`src/verilog/tob_pkg.sv`:
```
/*
 Constants for the trim option bank: register addresses, trim location map,
 field positions and reset values.
 Assumes a byte-wide register port on the system clock.
*/
package tob_pkg;

   // =====================================================================
   // Register port addresses
   localparam logic [11:0] TOB_ADDR_SELECT = 12'hff6;
   localparam logic [11:0] TOB_ADDR_VALUE  = 12'hff7;

   // =====================================================================
   // Trim location map
   localparam int          TOB_LOC_COUNT   = 9;
   localparam int          TOB_MEM_DEPTH   = 32;
   localparam logic [7:0]  TOB_INFO_BASE   = 8'h20;
   localparam logic [4:0]  TOB_LOC_TEMP_LO = 5'h00;
   localparam logic [4:0]  TOB_LOC_TEMP_HI = 5'h01;
   localparam logic [4:0]  TOB_LOC_OSC     = 5'h02;
   localparam logic [4:0]  TOB_LOC_VOLT    = 5'h03;
   localparam logic [4:0]  TOB_LOC_ADC     = 5'h04;
   localparam logic [4:0]  TOB_LOC_VREF    = 5'h05;
   localparam logic [4:0]  TOB_LOC_XTAL    = 5'h06;
   localparam logic [4:0]  TOB_LOC_RSV0    = 5'h07;
   localparam logic [4:0]  TOB_LOC_RSV1    = 5'h08;

   // =====================================================================
   // Field positions
   localparam int          TOB_FINE_LSB    = 4;
   localparam int          TOB_RSV_BIT     = 3;
   localparam int          TOB_NEG_LSB     = 4;
   localparam int          TOB_BROWN_LSB   = 4;

   // =====================================================================
   // Reset values
   localparam logic [7:0]  TOB_TEMP_LO_RST = 8'h83;
   localparam logic [7:0]  TOB_TEMP_HI_RST = 8'ha6;
   localparam logic [7:0]  TOB_SELECT_RST  = 8'h00;
   localparam logic [7:0]  TOB_VALUE_RST   = 8'h00;

   // Threshold in millivolts: base minus step per count
   localparam logic [11:0] TOB_LVD_BASE_MV = 12'h0c80;
   localparam logic [11:0] TOB_LVD_STEP_MV = 12'h0032;

endpackage : tob_pkg

```
`src/verilog/tob_mem.sv`:
```
/*
 Byte store for the information page trim area.
 Not reset: contents survive system reset. Registered read data.
*/
module tob_mem #(
   parameter int DEPTH = 32,
   parameter int AW    = 5
) (
   // Clock
   input  wire logic          clk_i,
   input  wire logic          ce_i,
   // Write port
   input  wire logic          we_i,
   input  wire logic [AW-1:0] waddr_i,
   input  wire logic [7:0]    wdata_i,
   // Read port
   input  wire logic [AW-1:0] raddr_i,
   output logic      [7:0]    rdata_o
);

   logic [7:0] mem [DEPTH];

   always_ff @(posedge clk_i) begin
      if (ce_i) begin
         if (we_i) begin
            mem[waddr_i] <= wdata_i;
         end
         rdata_o <= mem[raddr_i];
      end
   end

endmodule : tob_mem

```
`src/verilog/tob_bank.sv`:
```
/*
 Trim option bank: indirect select and value registers in front of the
 information page trim bytes, with decoded trim fields driven out.
 Assumes a synchronous byte register port on CLK_I; no pin inputs.
*/
// Summary of operation
// - Nine trim locations are decoded: two temperature, oscillator, voltage, ADC, reference, crystal and two reserved.
// - Location 0 sits at page byte 20h with fine offset in bits 7:4 and finest offset in bits 2:0.
// - Location 1 sits at page byte 21h with negative offset in bits 7:4 and rough offset in bits 3:0.
// - Location 2 at page byte 22h is a whole byte driving the oscillator trim inputs.
// - The detect threshold is 3.2 V less 50 mV per count of the code.
// - All trim bytes read and write, and the trim store keeps its contents through reset.
// - Writing the select register at FF6h picks the trim location for later value accesses.
// - The value register at FF7h reads or writes the byte of the selected location.
// - Location numbers 00h to 1Fh map to page bytes 20h to 3Fh by adding 20h.
module tob_bank (
   // Clock and reset
   input  wire logic        CLK_I,
   input  wire logic        RST_I,
   input  wire logic        CE_I,
   // Register port
   input  wire logic [11:0] ADDR_I,
   input  wire logic        WR_I,
   input  wire logic        RD_I,
   input  wire logic [7:0]  WDATA_I,
   output logic      [7:0]  RDATA_O,
   // Decoded trim fields
   output logic      [3:0]  TEMP_OFFSET_FINE_O,
   output logic      [2:0]  TEMP_OFFSET_FINEST_O,
   output logic      [3:0]  TEMP_OFFSET_NEGATIVE_O,
   output logic      [3:0]  TEMP_OFFSET_ROUGH_O,
   output logic      [7:0]  OSC_TRIM_BYTE_O,
   output logic      [3:0]  BROWNOUT_NIBBLE_RESERVED_O,
   output logic      [3:0]  DETECT_THRESHOLD_CODE_O,
   output logic      [11:0] DETECT_THRESHOLD_MV_O,
   output logic      [7:0]  ADC_TRIM_O,
   output logic      [7:0]  VREF_TRIM_O,
   output logic      [7:0]  XTAL_TRIM_O,
   output logic             SELECT_DECODED_O
);

   // ==================================================================
   // State
   typedef struct packed {
      logic [7:0] trim_select_reg;
      logic [7:0] trim_value_reg;
      logic [7:0] shadow_lo;
      logic [7:0] shadow_hi;
      logic [7:0] shadow_osc;
      logic [7:0] shadow_volt;
      logic [7:0] shadow_adc;
      logic [7:0] shadow_vref;
      logic [7:0] shadow_xtal;
   } tob_state_t;

   tob_state_t st_reg;
   tob_state_t st_next;

   // ==================================================================
   // Decode helpers
   function automatic logic tob_is_known(input logic [7:0] sel);
      tob_is_known = (sel < 8'(tob_pkg::TOB_LOC_COUNT));
   endfunction : tob_is_known

   function automatic logic [7:0] tob_page_addr(input logic [7:0] sel);
      tob_page_addr = tob_pkg::TOB_INFO_BASE + {3'h0, sel[4:0]};
   endfunction : tob_page_addr

   logic       sel_wr;
   logic       val_wr;
   logic [4:0] mem_raddr;
   logic [7:0] mem_rdata;
   logic       val_wr_d;

   assign sel_wr = WR_I && (ADDR_I == tob_pkg::TOB_ADDR_SELECT);
   assign val_wr = WR_I && (ADDR_I == tob_pkg::TOB_ADDR_VALUE);

   // Read address follows the new select in the write cycle so the next
   // cycle already holds the right byte
   assign mem_raddr = sel_wr ? WDATA_I[4:0] : st_reg.trim_select_reg[4:0];

   // ==================================================================
   // Trim store, not reset
   tob_mem #(
      .DEPTH (tob_pkg::TOB_MEM_DEPTH),
      .AW    (5)
   ) u_mem (
      .clk_i   (CLK_I),
      .ce_i    (CE_I),
      .we_i    (val_wr),
      .waddr_i (st_reg.trim_select_reg[4:0]),
      .wdata_i (WDATA_I),
      .raddr_i (mem_raddr),
      .rdata_o (mem_rdata)
   );

   // ==================================================================
   // Next state
   always_comb begin
      logic [4:0] loc;
      loc = st_reg.trim_select_reg[4:0];
      st_next = st_reg;
      if (sel_wr) begin
         st_next.trim_select_reg = WDATA_I;
      end
      if (val_wr) begin
         st_next.trim_value_reg = WDATA_I;
         if (st_reg.trim_select_reg[7:5] == 3'h0) begin
            case (loc)
               tob_pkg::TOB_LOC_TEMP_LO: st_next.shadow_lo   = WDATA_I;
               tob_pkg::TOB_LOC_TEMP_HI: st_next.shadow_hi   = WDATA_I;
               tob_pkg::TOB_LOC_OSC:     st_next.shadow_osc  = WDATA_I;
               tob_pkg::TOB_LOC_VOLT:    st_next.shadow_volt = WDATA_I;
               tob_pkg::TOB_LOC_ADC:     st_next.shadow_adc  = WDATA_I;
               tob_pkg::TOB_LOC_VREF:    st_next.shadow_vref = WDATA_I;
               tob_pkg::TOB_LOC_XTAL:    st_next.shadow_xtal = WDATA_I;
               default: ;
            endcase
         end
      end
   end

   // Shadow bytes carry reset values only where the map gives one; the
   // rest come up zero until software loads them
   always_ff @(posedge CLK_I or posedge RST_I) begin
      if (RST_I) begin
         st_reg                 <= '0;
         st_reg.trim_select_reg <= tob_pkg::TOB_SELECT_RST;
         st_reg.trim_value_reg  <= tob_pkg::TOB_VALUE_RST;
         st_reg.shadow_lo       <= tob_pkg::TOB_TEMP_LO_RST;
         st_reg.shadow_hi       <= tob_pkg::TOB_TEMP_HI_RST;
      end else if (CE_I) begin
         st_reg <= st_next;
      end
   end

   // ==================================================================
   // Read data, registered
   always_ff @(posedge CLK_I or posedge RST_I) begin
      if (RST_I) begin
         RDATA_O <= 8'h00;
         val_wr_d <= 1'b0;
      end else if (CE_I) begin
         val_wr_d <= val_wr;
         if (RD_I && ADDR_I == tob_pkg::TOB_ADDR_SELECT) begin
            RDATA_O <= st_reg.trim_select_reg;
         end else if (RD_I && ADDR_I == tob_pkg::TOB_ADDR_VALUE) begin
            // Store read data lags a value write by one cycle, so bypass it
            RDATA_O <= val_wr_d ? st_reg.trim_value_reg : mem_rdata;
         end else if (RD_I) begin
            RDATA_O <= 8'h00;
         end
      end
   end

   // ==================================================================
   // Field outputs from the shadow bytes; select decode from the select register
   always_comb begin
      TEMP_OFFSET_FINE_O     = st_reg.shadow_lo[7:tob_pkg::TOB_FINE_LSB];
      TEMP_OFFSET_FINEST_O   = st_reg.shadow_lo[2:0];
      TEMP_OFFSET_NEGATIVE_O = st_reg.shadow_hi[7:tob_pkg::TOB_NEG_LSB];
      TEMP_OFFSET_ROUGH_O    = st_reg.shadow_hi[3:0];
      OSC_TRIM_BYTE_O        = st_reg.shadow_osc;
      BROWNOUT_NIBBLE_RESERVED_O = st_reg.shadow_volt[7:tob_pkg::TOB_BROWN_LSB];
      DETECT_THRESHOLD_CODE_O    = st_reg.shadow_volt[3:0];
      DETECT_THRESHOLD_MV_O  = tob_pkg::TOB_LVD_BASE_MV
                             - 12'(st_reg.shadow_volt[3:0] * tob_pkg::TOB_LVD_STEP_MV);
      ADC_TRIM_O             = st_reg.shadow_adc;
      VREF_TRIM_O            = st_reg.shadow_vref;
      XTAL_TRIM_O            = st_reg.shadow_xtal;
      SELECT_DECODED_O       = tob_is_known(st_reg.trim_select_reg)
                             && (tob_page_addr(st_reg.trim_select_reg) >= tob_pkg::TOB_INFO_BASE);
   end

endmodule : tob_bank

```
`config.mk`:
```
export PLATFORM = sky130hd
export DESIGN_NAME = tob_bank
export DESIGN_NICKNAME = d
export VERILOG_FILES = /design/src/verilog/tob_pkg.sv /design/src/verilog/tob_mem.sv /design/src/verilog/tob_bank.sv
export SDC_FILE = /design/constraint.sdc
export NUM_CORES = 1
export LEC_CHECK = 0
export BUFFER_PORTS_ARGS = -buffer_cell sky130_fd_sc_hd__buf_2
export CORE_UTILIZATION = 45
export DETAILED_ROUTE_END_ITERATION = 8
export PLACE_DENSITY = 0.74
export SETUP_SLACK_MARGIN = 0.05
export SYNTH_ARGS = -nofsm -noshare
export SYNTH_HDL_FRONTEND = slang
export SYNTH_HIERARCHICAL = 1
export SYNTH_SLANG_ARGS = --single-unit
```
`constraint.sdc`:
```
create_clock -name CLK_I -period 2.5 [get_ports CLK_I]
set_input_delay 0.125 -clock CLK_I [delete_from_list [all_inputs] [get_ports CLK_I]]
set_output_delay 0.125 -clock CLK_I [all_outputs]
set_load 0.02 [all_outputs]
```
Word-level counts from Yosys, hierarchy flattened. Memory sizes are Yosys's and may differ from the RTL's. A register that Yosys moved wholly into a read port is not among the register bits. Cells that the tools add are included.

Add/sub/neg operators: 2. $mul: 1. Magnitude comparators: 2. Eq/ne operators: 8. Muxes and demuxes: 8. Reduce and logical (&&, ||, !) cells: 18.

Operators by type and width (number): $mux W8 (4); $reduce_and A4 Y1 (7); $eq A12 B12 Y1 const B (2); $eq A5 B3 Y1 const B (3); $sub A11 B11 Y12 const A (1); $eq A5 B2 Y1 const B (2); $mul A4 B5 Y9 const B (1); $lt A8 B4 Y1 const B (1); $add A6 B5 Y7 const A (1); $ge A7 B6 Y1 const B (1); $reduce_and A2 Y1 (3); $eq A5 B1 Y1 const B (1); $logic_and A1 B1 Y1 (5); $logic_not A5 Y1 (1); $mux W5 (1); $logic_not A3 Y1 (1); $mux W1 (3); $reduce_bool A3 Y1 (1).

Register bits after elaboration: 81. RAM bits: 256. Output and inout port bits: 76. Logic and storage cells: 51. Memories: 1.

Memory list: u_mem.mem (depth 32, width 8, rd ports 1, clocked after memory_dff 1, write ports 1, line tob_mem.sv:21) `logic [7:0] mem [DEPTH];`.

Longest topological paths before layout. Gate-level depths: netlist of run 1.

Depth in word-level cells: 5. Gate-level depth with buffers: 9. Mapped depth without buffers: 9.

Modules after synthesis. Netlist of run 1, hierarchy kept.

Modules (own cells, without submodules): tob_mem (instances 1, cells each 418, area each 10138.5 sq um, sequential area each 7927.6 sq um); tob_bank (instances 1, cells each 343, area each 4234.1 sq um, sequential area each 2010.7 sq um).

Worst setup path before layout of run 1. OpenSTA, ideal clock, no wires.

Path type: in2reg. From: in ADDR_I[10]. To: reg u_mem.rdata_o[0] (read register of u_mem.mem) (data pin). Library setup time: 0.260 ns. Arrival: 2.845 ns. Setup slack: -0.604 ns. Cell stages on the path: 8. Path through: nand4_1 > nor4_2 > mux2_2 > clkbuf_1 > clkbuf_1 > mux4_2 > mux4_2 > mux2_2.

Word-level cells in the longest chain between the ends: 3.

RTL lines: start, declared (line tob_bank.sv:22) `input wire logic [11:0] ADDR_I,`; $eq A12 B12 Y1 (line tob_bank.sv:75) `assign sel_wr = WR_I && (ADDR_I == tob_pkg::TOB_ADDR_SELECT);`; $logic_and A1 B1 Y1 (line tob_bank.sv:75); $mux W5 (line tob_bank.sv:80) `assign mem_raddr = sel_wr ? WDATA_I[4:0] : st_reg.trim_select_reg[4:0];`; via mem_raddr[2] (line tob_bank.sv:71) `logic [4:0] mem_raddr;`; end, declared (line tob_mem.sv:18) `output logic [7:0] rdata_o`.

The timed path passes the listed nets, and every way through them passes these cells. A chain may end at the register's enable or synchronous reset.

Final worst setup path of run 1.
From: reg st_reg (netlist bit DETECT_THRESHOLD_CODE_O[1]). To: out DETECT_THRESHOLD_MV_O[9].

Word-level cells in the longest chain between the ends: 2.

RTL lines: start, declared (line tob_bank.sv:56) `tob_state_t st_reg;`; start signal, assigned (line tob_bank.sv:133) `st_reg <= st_next;`; $mul A4 B5 Y9 (line tob_bank.sv:167) `- 12'(st_reg.shadow_volt[3:0] * tob_pkg::TOB_LVD_STEP_MV);`; $sub A11 B11 Y12 (line tob_bank.sv:167); end, declared (line tob_bank.sv:35) `output logic [11:0] DETECT_THRESHOLD_MV_O,`.

Every way passes these cells.

==> summary.md, run 1 <==
| Metric | Value |
|---|---|
| Failing checks | setup timing |
| Initial Util | 0.457 |
| Endpoint class of the critical path | output pin |
| Vias in the first global route | ~7800 |
| WP depth | 9 |
| Largest net degree at the start of global routing | 42 |
| Slew Viols, Final | 0 |
| CP max stage delay | 0.54 ns |
| I/O pin cnt | 101 |
| Final worst setup slack | -0.137 ns |
| Die ar. | around 33000 µm² |
| Yosys cell types | 46 |
| Layout fillers | roughly 2300 |
| Die W | between 150 and 200 µm |
| Maximum vdd ir drop | roughly 0.37 mV |
| GRT Residual Overflow | 0 |
| Min Tclk post-route | between 2 and 3 ns |
| Max FFs per register | ~260 |
| Met3 GRT Util | 0.0397 |
| Clock tree sinks | approximately 340 |
| Post-synthesis cell area | 14400 µm² |
| Register area | 9940 µm² |
| Final Setup Violations | 13 |
| Routed wire length per instance | 24.0 µm |
| WHS Path Cells | 2 |
| Hold_ws | 0.125 ns |
| Htree depth | 2 |
| Crit path cell chain | inv_2 > ha_4 > ha_4 > inv_2 > fa_2 > nand3b_1 > a21boi_2 > xnor2_1 > buf_4 |
| Slew headroom | 0.398 |
| Worst EP arrival | ~2.5 ns |
| HP Class | input port to flip-flop |
| Clk_skew | 0.0179 ns |
| Final-stage net count | 954 |
| Sequential fraction of the synthesis area | 0.691 |
| Via density | 5.64 |
| DR iter-0 viols | 671 |
| TritonCTS clock tree | done |
| Clk buf depth | 3 |
| Met1 Usage GRT | 0.274 |
| Fmax | 379 MHz |
| P_leak | 6.49 nW |
| DP HPWL | 19700 µm |
| Final period util | 1.05 |
| CP top delay family | adder cells |
| Post-DRT Antenna Nets | 0 |
| Die H | approximately 180 µm |
| # DRC | 0 |
| Total GRT Usage | 0.201 |
| Register bit count reported by yosys | 344 |
| First-pass GRT wire length | 48700 µm |
| CP required | 2.38 ns |
| Core area | 31500 µm² |
| Via Count | 7570 |
| Post-synth EDFFs | 264 |
| RSZ-0062 raised after global routing | yes |
| Worst R2R Path Depth | 6 |
| Crit Reg-Reg Startpoint | st_reg[64] |
| Max cap viols | 0 |
| Syn. warnings | 6 |
| PwrDens | 659 nW/µm² |
| Router iterations before antenna repair | 5 |
| Layout cells sized above 1 | 0.493 |
| Status | complete, but fails checks |
| Busiest grt layer | met2 |
| CTS Buf Count | 35 |
| Share of synthesized registers carrying an async set or reset | 0.233 |
| Commonest cells post-synth | 264 x edfxtp_1, 84 x mux2_2, 80 x mux4_2, 73 x dfrtp_1, 64 x buf_4 |
| Routing usage on met2 | 0.329 |
| CP Class | flip-flop to output pin |
| Top post-synthesis cells by area | edfxtp_1 55%, dfrtp_1 13%, mux4_2 13% |
| Tightest Pin Transition | ~0.9 ns |
| Clock slew at reported path FFs | 0.06 ns |
| Largest area contributor in the netlist | edfxtp_1 |
| Setup TNS | -0.781 ns |
| Area of the multi-input gates | 4010 µm² |
| Root Driver | clkbuf_16 |
| Area Growth Syn to Fin | 19.5% |
| Diode count | 0 |
| Most frequent cell after synthesis | edfxtp_1 |
| WP buf/inv | 3 |
| Post-synth top area share | 0.552 |
| HP Start | CE_I |
| Top_reg_cell synth | edfxtp_1 |
| Final Wtd Congestion | 0.764 |
| Clock latency on the worst-skew pair | 0.53 ns |
| CP max FO | 3 |
| Std-Cell Rows | 65 |
| Initial antenna violation count | 0 |
| IO buf count | 98 |
| Syn Area/Cell | 18.9 µm² |
| Slowest CP cell | fa_2 |
| Post-Syn Instances | 761 |
| Hold Vio Cnt, Final | 0 |
| Syn Nets | 798 |
| Final WL | 32200 µm |
| CP startpoint | DETECT_THRESHOLD_CODE_O[1] |
| Crit start category | flip-flop |
## worst reg2reg max path: stages (launching register included)
cell and delay (ns):
dfrtp_1 0.41, mux2_4 0.33, buf_6 0.16, buf_12 0.14, mux4_2 0.47, mux4_2 0.54, mux2_4 0.29
## metrics by stage
step	power, mW	std cells	utilization	setup WS [ns]	area, µm²
floorplan	6.36	761	-	-0.371	14500
global placement	6.50	1257	0.493	-0.515	15500
global route	11.7	1343	0.546	-0.213	17200
detailed placement	6.50	1257	0.493	-0.539	15500
CTS	11.4	1342	0.543	-0.147	17100
finish	11.3	1343	0.546	-0.137	17200
## repair_timing
action,CTS,global route
gates resized for setup,48,10
hold buffers,2,0
buffers inserted,16,1
endpoints found under the hold margin,30,0
pin swaps,13,7
setup endpoints to repair,13,13
cloned,7,1
## cells in the final DEF, fill, tap and decap left out, types with 9 or more instances in the layout
master	count
edfxtp_1	264
buf_2	93
buf_4	91
mux4_2	80
mux2_2	75
dfrtp_1	72
clkbuf_16	37
nor2_1	36
nand2_1	24
mux2_4	9
## kinds of logic (layout without fill, tap and decap cells)
group | Yosys count | in the layout | synth area share
fa+ha+maj | 12 | 12 | 0.0110
buf+inv | 99 | 279 | 0.0438
xor+xnor | 9 | 9 | 0.00548
compound gates | 22 | 22 | 0.00984
simple gates | 101 | 101 | 0.0412
mux | 172 | 172 | 0.197
other cells | 2 | 2 | 0.000523
flops | 344 | 344 | 0.691
## worst paths after layout
check / slack (ns) / end
min: 0.13 / u_mem/rdata_o[2]
max reg2reg: -0.08 / u_mem/rdata_o[0]
min in group asynchronous: 0.20 / OSC_TRIM_BYTE_O[7]
min reg2reg: 0.48 / RDATA_O[0]
max: -0.14 / DETECT_THRESHOLD_MV_O[9]
max in group asynchronous: 1.51 / TEMP_OFFSET_FINEST_O[1]
## layout make-up
type,instances,share of cell area
clock buffers,44,0.0554
clock inverters,17,0.00758
inverters,10,0.00226
multi-input cells,318,0.233
flip-flops and latches,344,0.579
well taps,402,0.0293
repair buffers,208,0.0935
## power breakdown
| part | internal, mW | switching (mW) | leakage (nW) |
|---|---|---|---|
| combinational | 0.0478 | 0.165 | 2.49 |
| clock | 2.82 | 2.11 | 0.533 |
| sequential | 6.17 | 0.00402 | 3.47 |
## per-layer routing
layer | vias to the layer above | share of wire | wire length (µm)
met4 | 0 | 0.023 | 728
met2 | 332 | 0.48 | 15600
met1 | 3927 | 0.42 | 13600
met3 | 59 | 0.071 | 2280
li1 | 3252 | - | -
met5 | - | 0 | 0
Power figures use the tool's default switching activity.
==> run 2: changes to the inputs <==
--- a/config.mk
+++ b/config.mk
@@ -8,7 +8,7 @@
 export BUFFER_PORTS_ARGS = -buffer_cell sky130_fd_sc_hd__buf_2
 export CORE_UTILIZATION = 45
 export DETAILED_ROUTE_END_ITERATION = 8
-export PLACE_DENSITY = 0.74
+export PLACE_DENSITY = 0.71
 export SETUP_SLACK_MARGIN = 0.05
 export SYNTH_ARGS = -nofsm -noshare
 export SYNTH_HDL_FRONTEND = slang
==> constraint.sdc (replaced) <==
create_clock -name CLK_I -period 3.41 [get_ports CLK_I]
set_input_delay 0.1705 -clock CLK_I [delete_from_list [all_inputs] [get_ports CLK_I]]
set_output_delay 0.1705 -clock CLK_I [all_outputs]
set_load 0.02 [all_outputs]
==> summary.md, run 2 (synthesis results as in run 1) <==
| Metric | Value |
|---|---|
| Slew headroom | 0.359 (-0.0387) |
| Hold Vio Cnt, Final | 0 (unchanged) |
| Largest net degree at the start of global routing | 42 (unchanged) |
| Clk_skew | 0.0207 ns (+0.00275 ns) |
| Final WL | 29800 µm (-7.2%) |
| Dpl cells | 1230 (-2.1%) |
| Post-DRT Antenna Nets | 0 (unchanged) |
| Post-CTS setup buffer count | 0 (-16) |
| Slew Viols, Final | 0 (unchanged) |
| Non-filler instance count after layout | 1300 (-3.2%) |
| CP Class | flip-flop to output pin |
| Root Driver | clkbuf_16 |
| RSZ-0062 raised after global routing | no |
| HP Class | input port to flip-flop |
| Htree depth | 2 (unchanged) |
| Min Tclk post-route | just over 3 ns |
| Crit start category | flip-flop |
| DP HPWL | 19200 µm (-2.6%) |
| Final-stage net count | 905 (-5.1%) |
| Pre-CTS setup slack | 0.235 ns (+0.774 ns) |
| Std-Cell Rows | 65 (unchanged) |
| TritonCTS clock tree | done |
| Max FFs per register | 256 (unchanged) |
| Endpoint class of the critical path | output pin |
| Most frequent cells in the layout | 264 x edfxtp_1, 98 x buf_2, 83 x mux2_2 |
| GRT Residual Overflow | 0 (unchanged) |
| Routed wire length per instance | 23.0 µm (-4.2%) |
| Core area | 31500 µm² (unchanged) |
| Total GRT Usage | 0.186 (-0.0153) |
| Total power | 8.61 mW (-24%) |
| Die ar. | 32700 µm² (unchanged) |
| Final Setup Violations | 0 (-13) |
| CTS Buf Count | 37 (+5.7%) |
| Crit Reg-Reg Startpoint | st_reg[64] |
| PwrDens | 523 nW/µm² (-21%) |
| Max cap viols | 0 (unchanged) |
| Clock latency on the worst-skew pair | 0.53 ns (about the same) |
| HP Start | CE_I |
| Final period util | 0.892 |
| Clk buf depth | 3 (unchanged) |
| Layout cells sized above 1 | 0.441 (-0.0516) |
| CP startpoint | DETECT_THRESHOLD_CODE_O[1] |
| P_leak | 6.17 nW (-5.0%) |
| CP required | 3.24 ns (+0.86 ns) |
| First-pass GRT wire length | 45500 µm (-6.6%) |
| Tightest Pin Transition | 0.961 ns (+0.0581 ns) |
| Setup TNS | 0 ns (+0.781 ns) |
| Initial antenna violation count | 1 (+1) |
| Worst EP arrival | 2.87 ns (+0.36 ns) |
| Initial Util | 0.457 (unchanged) |
| Area Growth Syn to Fin | 14.5% |
| Leading cell type in the layout, fill and taps excluded | edfxtp_1 |
| Maximum vdd ir drop | 0.382 mV (+2.4%) |
| # DRC | 0 (unchanged) |
| Via density | 5.58 (-1.1%) |
| Clock tree sinks | 344 (unchanged) |
| Final worst setup slack | 0.369 ns (+0.506 ns) |
| IO buf count | 98 (unchanged) |
| DR iter-0 viols | 737 (+9.8%) |
| Clock slew at reported path FFs | 0.06 ns (about the same) |
| Status | finished clean |
| Router iterations before antenna repair | 5 (unchanged) |
| Fmax | 329 MHz |
| Via Count | 7249 (-4.2%) |
| CP max FO | 5 (+2) |
| Die W | 181 µm (unchanged) |
| Die H | 181 µm (unchanged) |
| Final Wtd Congestion | 0.786 (+2.9%) |
| I/O pin cnt | 101 (unchanged) |
| Vias in the first global route | 7301 (-6.9%) |
==> run 2: cell count changes in the layout (fill, tap and decap cells not counted), sizes merged <==
cell	delta
dlygate4sd3	-1
inv	+1
clkbuf	+4
clkinvlp	-1
buf	-49
bufinv	+2
diode	+1
==> run 2: cell type report <==
cell class,count,area (µm²)
antenna,1,2.50
clock buffer,49,1010
clock inverter,19,199
fill,2460,15000
inverter,10,38.8
multi-input combinational,318,3810
sequential,344,9940
tap,402,503
timing repair buffer,157,961
==> run 2: path summary, 6_finish.rpt <==
path | depth (start not counted) | slack, ns | endpoint
max | 9 | 0.37 | DETECT_THRESHOLD_MV_O[9]
min | 1 | 0.11 | u_mem/rdata_o[0]
max reg2reg | 5 | 0.58 | u_mem/rdata_o[6]
min in group asynchronous | 3 | 0.19 | st_reg[60]
min reg2reg | 2 | 0.48 | RDATA_O[7]
max in group asynchronous | 4 | 2.42 | TEMP_OFFSET_ROUGH_O[2]
==> run 2: routing by layer <==
metal  track usage  vias to the layer above  share of wire  wire (µm)
li1              -                     3136              -          -
met1         0.274                     3790           0.45      13300
met2         0.279                      278           0.46      13600
met3        0.0387                       43          0.071       2130
met4        0.0516                        2          0.022        670
met5        0.0178                        -         0.0027         81
==> run 2: worst max-delay path, stage by stage, from the launching register on <==
cell and delay, ns:
dfrtp_1 0.46, inv_1 0.09, ha_1 0.32, ha_1 0.21, inv_1 0.06, fa_1 0.54, nand3b_1 0.12, a21boi_0 0.23
xnor2_1 0.14, buf_2 0.18
==> run 2: repair_timing <==
| action | 4_1_cts | 5_1_grt |
|---|---|---|
| hold endpoints to repair | 23 | 0 |
| hold buffers | 1 | 0 |
| resized for setup | 0 | 0 |
==> run 2: power by group <==
group          switching [mW]  internal, mW
clock                    1.59          2.34
combinational           0.121        0.0294
sequential            0.00214          4.52
total                    1.72          6.90
==> run 2: through the flow <==
stage               hold WS, ns  instance area [µm²]   util
floorplan                 0.269                14400      -
global placement          0.182                15200  0.484
detailed placement        0.184                15200  0.484
CTS                      0.0887                16500  0.523
global route             0.0963                16500  0.523
finish                    0.112                16500  0.523
